### config.mk
export PLATFORM = sky130hd
export DESIGN_NAME = mwt_top
export DESIGN_NICKNAME = d
export VERILOG_FILES = /design/src/rtl/mwt_pkg.sv /design/src/rtl/mwt_slope_if.sv /design/src/rtl/mwt_slope.sv /design/src/rtl/mwt_top.sv
export SDC_FILE = /design/constraint.sdc
export NUM_CORES = 1
export LEC_CHECK = 0
export ABC_AREA = 1
export BUFFER_PORTS_ARGS = -buffer_cell sky130_fd_sc_hd__buf_2
export CORE_ASPECT_RATIO = 1.75
export CORE_MARGIN = 5
export CORE_UTILIZATION = 70
export CTS_BUF_LIST = sky130_fd_sc_hd__clkbuf_4 sky130_fd_sc_hd__clkbuf_8
export DETAILED_ROUTE_END_ITERATION = 10
export GPL_TIMING_DRIVEN = 0
export PLACE_DENSITY = 0.94
export SLEW_MARGIN = 0
export SYNTH_ARGS = -nofsm -noshare
export SYNTH_HDL_FRONTEND = slang
export SYNTH_SLANG_ARGS = --single-unit
### constraint.sdc
create_clock -name i_clk -period 9.7 [get_ports i_clk]
set_input_delay 1.94 -clock i_clk [delete_from_list [all_inputs] [get_ports i_clk]]
set_output_delay 1.94 -clock i_clk [all_outputs]
set_load 0.02 [all_outputs]
### src/rtl/mwt_pkg.sv
// Purpose: Constants, register map and default wave for the microstep wave table.
// Assumes: One table per driver channel; one clock; registers by index on a plain port.
// Notes: The default quarter wave is built at elaboration, not read from a file.
//
// Contract
// - Only the first quadrant is stored; the rest of the period is derived.
// - A 10-bit microstep position counter indexes the full expanded wave.
// - Quadrant is 256 one-bit entries in eight writable 32-bit words.
// - Each advance changes the value by base slope plus entry bit.
// - Four segments each carry base slope -1, 0, 1 or 2.
// - Segments split at three programmable boundaries, each ending one below the next.
// - Every advance stores fresh current values for both coils.
// - Both coil values reload from start values when a step, up or down, lands the counter on zero.
// - Wave value at position zero comes from a programmable start field.
// - Second coil starts from its own value, the 90 degree entry.
// - Segment select resets to FFFF8056: boundaries 128, 255, 255, slopes 1,0,0,0.
// - Start word resets to 00F70000: first coil 0, second coil 247.
// - Each channel's table resets to a sine wave, overwritable by software.

package mwt_pkg;

    // Register indices on the register port
    localparam logic [3:0] ADDR_TABLE0 = 4'h0;
    localparam logic [3:0] ADDR_SEG_SEL = 4'h8;
    localparam logic [3:0] ADDR_START = 4'h9;
    localparam logic [3:0] ADDR_POSITION = 4'hA;
    localparam logic [3:0] ADDR_CURRENT = 4'hB;

    // Sizes
    localparam int TABLE_WORDS = 8;
    localparam int TABLE_BITS = 256;
    localparam int POS_W = 10;
    localparam int CUR_W = 9;

    // Segment select fields
    localparam int SLOPE_W = 2;
    localparam int SLOPE0_LSB = 0;
    localparam int BOUND1_LSB = 8;
    localparam int BOUND2_LSB = 16;
    localparam int BOUND3_LSB = 24;

    // Start value fields
    localparam int START_A_LSB = 0;
    localparam int START_B_LSB = 16;

    // Reset values
    localparam logic [31:0] SEG_SEL_RST = 32'hFFFF8056;
    localparam logic [31:0] START_RST = 32'h00F70000;

    // Fixed-point rotation by a quarter period over 256 steps, 24 fractional bits
    localparam longint ROT_COS_Q = 64'sd16776900;
    localparam longint ROT_SIN_Q = 64'sd102944;
    localparam longint ROT_ONE_Q = 64'sd16777216;
    localparam longint ROT_HALF_Q = 64'sd8388608;
    localparam longint SINE_AMPL = 64'sd247;
    localparam int DEFAULT_X1 = 128;

    // Greedy encoding keeps every entry legal for the default segment slopes
    function automatic logic [255:0] mwt_default_table();
        logic [255:0] bits;
        longint c;
        longint s;
        longint cn;
        longint t;
        longint f;
        longint base;
        bits = '0;
        c = ROT_ONE_Q;
        s = 64'sd0;
        f = 64'sd0;
        for (int k = 0; k < TABLE_BITS; k++) begin
            cn = (c * ROT_COS_Q - s * ROT_SIN_Q) >>> 24;
            s = (s * ROT_COS_Q + c * ROT_SIN_Q) >>> 24;
            c = cn;
            t = (SINE_AMPL * s + ROT_HALF_Q) >>> 24;
            base = (k < DEFAULT_X1) ? 64'sd1 : 64'sd0;
            if (t - f - base > 0) begin
                bits[k] = 1'b1;
                f = f + base + 64'sd1;
            end else begin
                f = f + base;
            end
        end
        return bits;
    endfunction : mwt_default_table

    localparam logic [255:0] TABLE_RST = mwt_default_table();

endpackage : mwt_pkg

### src/rtl/mwt_slope_if.sv
// Purpose: Carries table, segment settings and slope lookups between the wave modules.
// Assumes: Lane 0 serves the first coil, lane 1 the second.
// Notes: Purely combinational lookup; no storage here.
`timescale 1ns/1ps

interface mwt_slope_if;
    logic [255:0] table_bits;
    logic [31:0] seg_sel;
    logic [7:0] idx [2];
    logic signed [2:0] delta [2];

    modport top (output table_bits, output seg_sel, output idx, input delta);
    modport unit (input table_bits, input seg_sel, input idx, output delta);
endinterface : mwt_slope_if

### src/rtl/mwt_slope.sv
// Purpose: Per-entry step of the stored quadrant: segment slope plus entry bit.
// Assumes: Boundaries are ordered by software; for unordered ones the earlier test wins.
// Notes: Two lanes so both coils step in the same cycle.
`timescale 1ns/1ps

module mwt_slope (
    // Lookup
    mwt_slope_if.unit sl
);

    logic [7:0] bound1;
    logic [7:0] bound2;
    logic [7:0] bound3;

    assign bound1 = sl.seg_sel[mwt_pkg::BOUND1_LSB +: 8];
    assign bound2 = sl.seg_sel[mwt_pkg::BOUND2_LSB +: 8];
    assign bound3 = sl.seg_sel[mwt_pkg::BOUND3_LSB +: 8];

    for (genvar g = 0; g < 2; g++) begin : g_lane
        logic [1:0] seg;
        logic [1:0] code;
        always_comb begin
            if (sl.idx[g] < bound1) begin
                seg = 2'h0;
            end else if (sl.idx[g] < bound2) begin
                seg = 2'h1;
            end else if (sl.idx[g] < bound3) begin
                seg = 2'h2;
            end else begin
                seg = 2'h3;
            end
        end
        assign code = sl.seg_sel[mwt_pkg::SLOPE0_LSB + 2 * seg +: mwt_pkg::SLOPE_W];
        // Code minus one gives -1..+2, then the entry bit adds one more
        assign sl.delta[g] = $signed({1'b0, code}) - 3'sh1
            + $signed({2'b00, sl.table_bits[sl.idx[g]]});
    end

endmodule : mwt_slope

### src/rtl/mwt_top.sv
// Purpose: Microstep wave table of one driver channel: stores, expands and steps the wave.
// Assumes: i_step and i_dir come from logic on i_clk; no synchronisers needed.
// Notes: Register read data appears one cycle after the address.
`timescale 1ns/1ps

module mwt_top (
    // Clock and reset
    input wire logic i_clk,
    input wire logic i_rst_b,
    // Microstep advance
    input wire logic i_step,
    input wire logic i_dir,
    // Register port
    input wire logic i_reg_wr,
    input wire logic [3:0] i_reg_addr,
    input wire logic [31:0] i_reg_wdata,
    output logic [31:0] o_reg_rdata,
    // Wave outputs
    output logic [9:0] o_microstep_position_counter,
    output logic signed [8:0] o_coil_a_current_value,
    output logic signed [8:0] o_coil_b_current_value
);

    ////////////////////////////////////////////////////////////////////////////////

    wire logic [255:0] table_reg;
    logic [31:0] wave_segment_select_reg;
    logic [31:0] wave_start_values_reg;
    logic [9:0] pos_reg;
    logic [9:0] pos_next;
    logic signed [8:0] mag_a_reg;
    logic signed [8:0] mag_b_reg;
    logic signed [8:0] mag_a_next;
    logic signed [8:0] mag_b_next;
    logic signed [8:0] coil_a_current_value_next;
    logic signed [8:0] coil_b_current_value_next;
    logic [9:0] ref_a;
    logic [9:0] ref_b;
    logic [9:0] pos_b_next;
    logic signed [8:0] first_coil_start_value;
    logic signed [8:0] second_coil_start_value;
    logic [31:0] rdata_next;

    mwt_slope_if sl ();

    mwt_slope u_slope (
        .sl(sl.unit)
    );

    ////////////////////////////////////////////////////////////////////////////////
    // Registers

    for (genvar w = 0; w < mwt_pkg::TABLE_WORDS; w++) begin : g_word
        // Each word owns its flip-flops, so no variable is written by two processes
        logic [31:0] word_reg;
        always_ff @(posedge i_clk or negedge i_rst_b) begin
            if (!i_rst_b) begin
                word_reg <= mwt_pkg::TABLE_RST[32 * w +: 32];
            end else if (i_reg_wr && i_reg_addr == mwt_pkg::ADDR_TABLE0 + 4'(w)) begin
                word_reg <= i_reg_wdata;
            end
        end
        assign table_reg[32 * w +: 32] = word_reg;
    end

    always_ff @(posedge i_clk or negedge i_rst_b) begin
        if (!i_rst_b) begin
            wave_segment_select_reg <= mwt_pkg::SEG_SEL_RST;
        end else if (i_reg_wr && i_reg_addr == mwt_pkg::ADDR_SEG_SEL) begin
            wave_segment_select_reg <= i_reg_wdata;
        end
    end

    always_ff @(posedge i_clk or negedge i_rst_b) begin
        if (!i_rst_b) begin
            wave_start_values_reg <= mwt_pkg::START_RST;
        end else if (i_reg_wr && i_reg_addr == mwt_pkg::ADDR_START) begin
            wave_start_values_reg <= i_reg_wdata;
        end
    end

    // Start bytes are unsigned magnitudes of the stored quadrant
    assign first_coil_start_value =
        $signed({1'b0, wave_start_values_reg[mwt_pkg::START_A_LSB +: 8]});
    assign second_coil_start_value =
        $signed({1'b0, wave_start_values_reg[mwt_pkg::START_B_LSB +: 8]});

    ////////////////////////////////////////////////////////////////////////////////
    // Expansion of the stored quadrant

    // Up steps use the step's start position, down steps its end position
    assign pos_next = i_dir ? pos_reg + 10'h001 : pos_reg - 10'h001;
    assign ref_a = i_dir ? pos_reg : pos_next;
    assign ref_b = ref_a + 10'h100;
    assign pos_b_next = pos_next + 10'h100;

    // Odd quadrants walk the stored entries backwards
    assign sl.idx[0] = ref_a[8] ? ~ref_a[7:0] : ref_a[7:0];
    assign sl.idx[1] = ref_b[8] ? ~ref_b[7:0] : ref_b[7:0];
    assign sl.table_bits = table_reg;
    assign sl.seg_sel = wave_segment_select_reg;

    always_comb begin
        if (pos_next == 10'h000) begin
            // Incremental coding drifts after a table edit; zero re-anchors it
            mag_a_next = first_coil_start_value;
            mag_b_next = second_coil_start_value;
        end else begin
            // Rising in even quadrants, falling in odd ones, reversed for down steps
            mag_a_next = (i_dir ^ ref_a[8]) ? mag_a_reg + 9'(sl.delta[0])
                                            : mag_a_reg - 9'(sl.delta[0]);
            mag_b_next = (i_dir ^ ref_b[8]) ? mag_b_reg + 9'(sl.delta[1])
                                            : mag_b_reg - 9'(sl.delta[1]);
        end
        coil_a_current_value_next = pos_next[9] ? -mag_a_next : mag_a_next;
        coil_b_current_value_next = pos_b_next[9] ? -mag_b_next : mag_b_next;
    end

    ////////////////////////////////////////////////////////////////////////////////
    // Sequencer state

    always_ff @(posedge i_clk or negedge i_rst_b) begin
        if (!i_rst_b) begin
            pos_reg <= 10'h000;
        end else if (i_step) begin
            pos_reg <= pos_next;
        end
    end

    always_ff @(posedge i_clk or negedge i_rst_b) begin
        if (!i_rst_b) begin
            mag_a_reg <= $signed(9'(mwt_pkg::START_RST[mwt_pkg::START_A_LSB +: 8]));
            mag_b_reg <= $signed(9'(mwt_pkg::START_RST[mwt_pkg::START_B_LSB +: 8]));
        end else if (i_step) begin
            mag_a_reg <= mag_a_next;
            mag_b_reg <= mag_b_next;
        end
    end

    always_ff @(posedge i_clk or negedge i_rst_b) begin
        if (!i_rst_b) begin
            o_microstep_position_counter <= 10'h000;
            o_coil_a_current_value <= $signed(9'(mwt_pkg::START_RST[mwt_pkg::START_A_LSB +: 8]));
            o_coil_b_current_value <= $signed(9'(mwt_pkg::START_RST[mwt_pkg::START_B_LSB +: 8]));
        end else if (i_step) begin
            o_microstep_position_counter <= pos_next;
            o_coil_a_current_value <= coil_a_current_value_next;
            o_coil_b_current_value <= coil_b_current_value_next;
        end
    end

    ////////////////////////////////////////////////////////////////////////////////
    // Read back

    always_comb begin
        rdata_next = 32'h00000000;
        if (i_reg_addr < mwt_pkg::ADDR_SEG_SEL) begin
            rdata_next = table_reg[32 * i_reg_addr[2:0] +: 32];
        end else if (i_reg_addr == mwt_pkg::ADDR_SEG_SEL) begin
            rdata_next = wave_segment_select_reg;
        end else if (i_reg_addr == mwt_pkg::ADDR_START) begin
            rdata_next = wave_start_values_reg;
        end else if (i_reg_addr == mwt_pkg::ADDR_POSITION) begin
            rdata_next = {22'h000000, pos_reg};
        end else if (i_reg_addr == mwt_pkg::ADDR_CURRENT) begin
            rdata_next = {7'h00, o_coil_b_current_value, 7'h00, o_coil_a_current_value};
        end
    end

    always_ff @(posedge i_clk or negedge i_rst_b) begin
        if (!i_rst_b) begin
            o_reg_rdata <= 32'h00000000;
        end else begin
            o_reg_rdata <= rdata_next;
        end
    end

endmodule : mwt_top

==> results of run 1 <==
-- cells by family after synthesis --
| group | after synthesis |
|---|---|
| simple gates | 1392 |
| compound gates | 865 |
| buf+inv | 592 |
| flops | 396 |
| fa+ha+maj | 83 |
| xor+xnor | 27 |
-- synth_stat cells, drive strengths merged (2+ instances only) --
cell type | count | share of area, %
a211oi | 5 | 0.15
a21o | 2 | 0.060
a21oi | 58 | 1.2
a221o | 13 | 0.52
a221oi | 4 | 0.14
a22oi | 26 | 0.78
buf | 107 | 2.4
clkbuf | 114 | 1.7
clkinv | 3 | 0.045
dfrtp | 236 | 24
dfstp | 160 | 17
fa | 5 | 0.40
ha | 78 | 3.9
inv | 368 | 5.6
nand2 | 895 | 14
nand3 | 409 | 8.3
nand3b | 2 | 0.060
nor2 | 67 | 1.0
nor3 | 8 | 0.18
o2111ai | 3 | 0.11
o211ai | 185 | 5.6
o21ai | 477 | 9.7
o21bai | 3 | 0.091
o221ai | 27 | 0.95
o22ai | 59 | 1.5
or2 | 7 | 0.18
xnor2 | 7 | 0.28
xor2 | 20 | 0.82
-- metrics by stage --
step / TNS [ns] / worst slack [ns] / instance area, um^2
2_1_floorplan: 0 / 1.38 / 24900
3_3_place_gp: -86.47 / -0.420 / 26000
3_5_place_dp: -3.42 / -0.527 / 26100
4_1_cts: 0 / 0.0903 / 27300
-- layer usage --
| layer | GRT overflow | track usage [%] |
|---|---|---|
| met3 | 1 | 57.4 |
| met4 | 29 | 71.2 |
| met5 | 0 | 27.2 |
| met2 | 31 | 87.8 |
| met1 | 3 | 67.4 |
==> impl_metrics.toml, run 1 <==
[logic_synthesis]
synthArstFlopShare_pct = 100
synthXorXnorAreaFrac_pct = 1.10
syn_area_mm2 = 0.0249
synth_cell_types = 49
ys_warn_count = 0
yosysSeqAreaShare_pct = 40.6
synth_top_family_by_area = "simple AND/OR/NAND/NOR gates"
ys_seq_elements = 396
synthCells = 3355
synth_adder_area_share_pct = 4.32
syn_nets = 3479
synthFlopType = "dfrtp_1"
synth-edff-count = 0
synth.mux.area_fraction_pct = 0
synth_compound_area_share_pct = 20.8
synth-simple-area-share_pct = 23.5
syn_area_per_cell_um2 = 7.42

[cts]
postCtsSetupRepairBufs = 0
cts_buffer_depth = 3
cts_hold_buf = 0
numCtsBuffers = 55
htree_levels = 2
cts-root-buf = "clkbuf_8"
ctsResizeCount = 0
cts_sinks = 396

[floorplanning]
num_rows = 91
start_util_pct = 70.7
die_h_um = 259
ios = 101
chipWidth_um = 153

[place]
place_inst = 3923
io_buffers = 99
gp_congestion = 1.55
dp_hpwl_um = 88200

[grt]
grt.overflow.total = 64
grt_pass1_vias = 31800
track_usage_pct = 70.5
grt_start_max_net_pins = 115
grt_pass1_wl_um = 207000

[outcome]
status = "did not finish"
failing_step = "global routing (5_1_grt)"
error = "[ERROR GRT-0116] Global routing finished with congestion. Check the congestion regions in the DRC Viewer."
==> inputs of run 2 (changes only) <==
--- a/config.mk
+++ b/config.mk
@@ -7,13 +7,11 @@
 export LEC_CHECK = 0
 export ABC_AREA = 1
 export BUFFER_PORTS_ARGS = -buffer_cell sky130_fd_sc_hd__buf_2
-export CORE_ASPECT_RATIO = 1.75
 export CORE_MARGIN = 5
-export CORE_UTILIZATION = 70
-export CTS_BUF_LIST = sky130_fd_sc_hd__clkbuf_4 sky130_fd_sc_hd__clkbuf_8
+export CORE_UTILIZATION = 40
 export DETAILED_ROUTE_END_ITERATION = 10
 export GPL_TIMING_DRIVEN = 0
-export PLACE_DENSITY = 0.94
+export PLACE_DENSITY_LB_ADDON = 0.15
 export SLEW_MARGIN = 0
 export SYNTH_ARGS = -nofsm -noshare
 export SYNTH_HDL_FRONTEND = slang
==> impl_metrics.toml, run 2 <==
[outcome]
status = "complete, but fails checks"
violations = "max-capacitance violations, max-slew violations"

[timing]
slew_headroom_pct = -9.11
tightestPinTransition_ns = 1.63
hold_violations = 0
setup_tns_ns = 0
finalMaxSlewViolations = 11
maxClockFrequency_mhz = 107
layout_min_cycle_time_ns = 9.36
whs_ns = 0.485
final-setup-viol-count = 0
post-route-period-util_pct = 96.5
fin_skew_ns = 0.0255

[logic_synthesis]
synth.mux.area_fraction_pct = 0
yosys-top-cells-area = "dfrtp_1 24%, dfstp_2 17%, nand2_1 13%"
synthArstFlopShare_pct = 100
synthXorXnorAreaFrac_pct = 1.10
ys_warn_count = 0
synthFlopType = "dfrtp_1"
yosysSeqAreaShare_pct = 40.6
yosys-top-cells-count = "890 x nand2_1, 453 x o21ai_0, 405 x nand3_1"
synth-edff-count = 0
synth_compound_area_share_pct = 20.8
syn_area_per_cell_um2 = 7.42
synth_top_family_by_area = "simple AND/OR/NAND/NOR gates"
synth-simple-area-share_pct = 23.5
ys_seq_elements = 396
syn_nets = 3479
synth_adder_area_share_pct = 4.32
synthCells = 3355
yosysMostFrequentCell = "nand2_1"
synth_top_area_share_pct = 23.7
syn_area_mm2 = 0.0249
synth_cell_types = 49
synth_top_area_cell = "dfrtp_1"

[grt]
grt_pass1_vias = 26900
antenna_found_initial = 9
track_usage_pct = 43.5
grt_start_max_net_pins = 121
grt_pass1_wl_um = 206000
grt.overflow.total = 0

[worst_setup_path]
crit_top_cell = "nand3_1"
worst_setup_path_start_kind = "input pin"
cp_slowest_stage_delay_ns = 1.10
end_kind = "flop"
crit_required_ns = 10.22
slowest_stage = "buf_1"
timing.reg2reg.setup_slack_ns = 1.65
critPathMaxFanout = 13
path_class = "in -> reg"
cp.arrival_ns = 9.89

[routing]
vias_per_cell = 6.33
vias = 27800
wl_um = 150000
ant_nets = 0
dr.pass1.iters = 7
drt_iter0_drc = 4194
drc = 0
wl_per_cell_um = 34.2

[cts]
clkTransAtPathRegs_ns = 0.06
clk_latency_ns = 0.62
cts_hold_buf = 0
cts_buffer_depth = 3
cts_tree = "built"
numCtsBuffers = 48
cts-root-buf = "clkbuf_16"
cts_sinks = 396
htree_levels = 2

[floorplanning]
start_util_pct = 40.3
coreArea_mm2 = 0.0617
dieArea_mm2 = 0.0673
die_h_um = 259
num_rows = 91
chipWidth_um = 259
ios = 101

[final_layout]
final_cell_mix = "890 x nand2_1, 451 x o21ai_0, 405 x nand3_1"
n_fill_cell = 6465
drive_above_1_share_pct = 13.7
fin_nets = 3646
area_growth_pct = 14.0
instances_no_fill = 4398
layout_commonest_cell = "nand2_1"
largest_reg_flops = 256
fin_util_pct = 46.0

[place]
dp_hpwl_um = 112000
io_buffers = 99
gp_congestion = 1.09
place_inst = 4296

[run]
maxCapViolCount = 1

[worst_hold_path]
hp-class = "reg -> reg"
==> run 2: cell type report <==
cell class / instances / area [um^2] / share of cell area [%]
diodes: 2 / 5.00 / 0.0176
flip-flops and latches: 396 / 10100 / 35.6
plain buffers: 220 / 1030 / 3.63
clock buffers: 64 / 1310 / 4.63
inverters: 371 / 1400 / 4.93
clock inverters: 23 / 265 / 0.935
multi-input cells: 2367 / 12500 / 43.9
repair buffers: 118 / 748 / 2.64
well taps: 837 / 1050 / 3.69
==> run 2: critical path, delay by kind of cell <==
kind | cells | cell delay (ns)
simple gates | 20 | 2.70
buf+inv | 6 | 1.86
compound gates | 7 | 1.37
xor+xnor | 1 | 0.20
fa+ha+maj | 4 | 1.77
==> run 2: what timing repair did <==
item / CTS / global route
resized for setup: 4 / 19
pin swaps: 0 / 4
buffers inserted: 0 / 14
endpoints found under the setup margin: 6 / 11
cloned: 0 / 0
==> run 2: path summary, 6_finish.rpt <==
kind / cells past startpoint / endpoint / from
min in group asynchronous: 1 / mag_a_reg[4] / i_rst_b
worst max-delay path: 38 / o_coil_b_current_value[8] / i_dir
worst min register to register: 2 / sl.seg_sel[12] / sl.seg_sel[12]
max in group asynchronous: 3 / g_word[3].word_reg[25] / i_rst_b
worst max register to register: 36 / o_coil_b_current_value[8] / o_microstep_position_counter[5]
worst min-delay path: 2 / sl.seg_sel[12] / sl.seg_sel[12]
==> run 2: cell families after synthesis <==
| kind of cell | count (synthesis) |
|---|---|
| simple gates | 1392 |
| compound gates | 865 |
| buf+inv | 592 |
| flops | 396 |
| fa+ha+maj | 83 |
| xor+xnor | 27 |
==> run 2: layer usage <==
| layer | global-route usage [%] | routed length [um] | vias to the layer above | share of wire, % |
|---|---|---|---|---|
| li1 | - | - | 11700 | - |
| met1 | 54.4 | 56700 | 13400 | 38 |
| met2 | 63.1 | 61500 | 2037 | 41 |
| met3 | 15.7 | 19200 | 690 | 13 |
| met4 | 28.4 | 13000 | 14 | 8.6 |
| met5 | 0 | 91 | - | 0.060 |
==> run 2: per-stage QoR <==
step	setup WS (ns)	cell area [um^2]
after floorplan	1.38	24900
after global placement	-1.49	26400
after detailed placement	-1.02	26600
after CTS	0.0776	28200
after global routing	-0.00220	28400
final	0.335	28400
Power of run 2 is not shown: default switching activity piles up to over one toggle a cycle in this logic, so the estimate is an artifact.
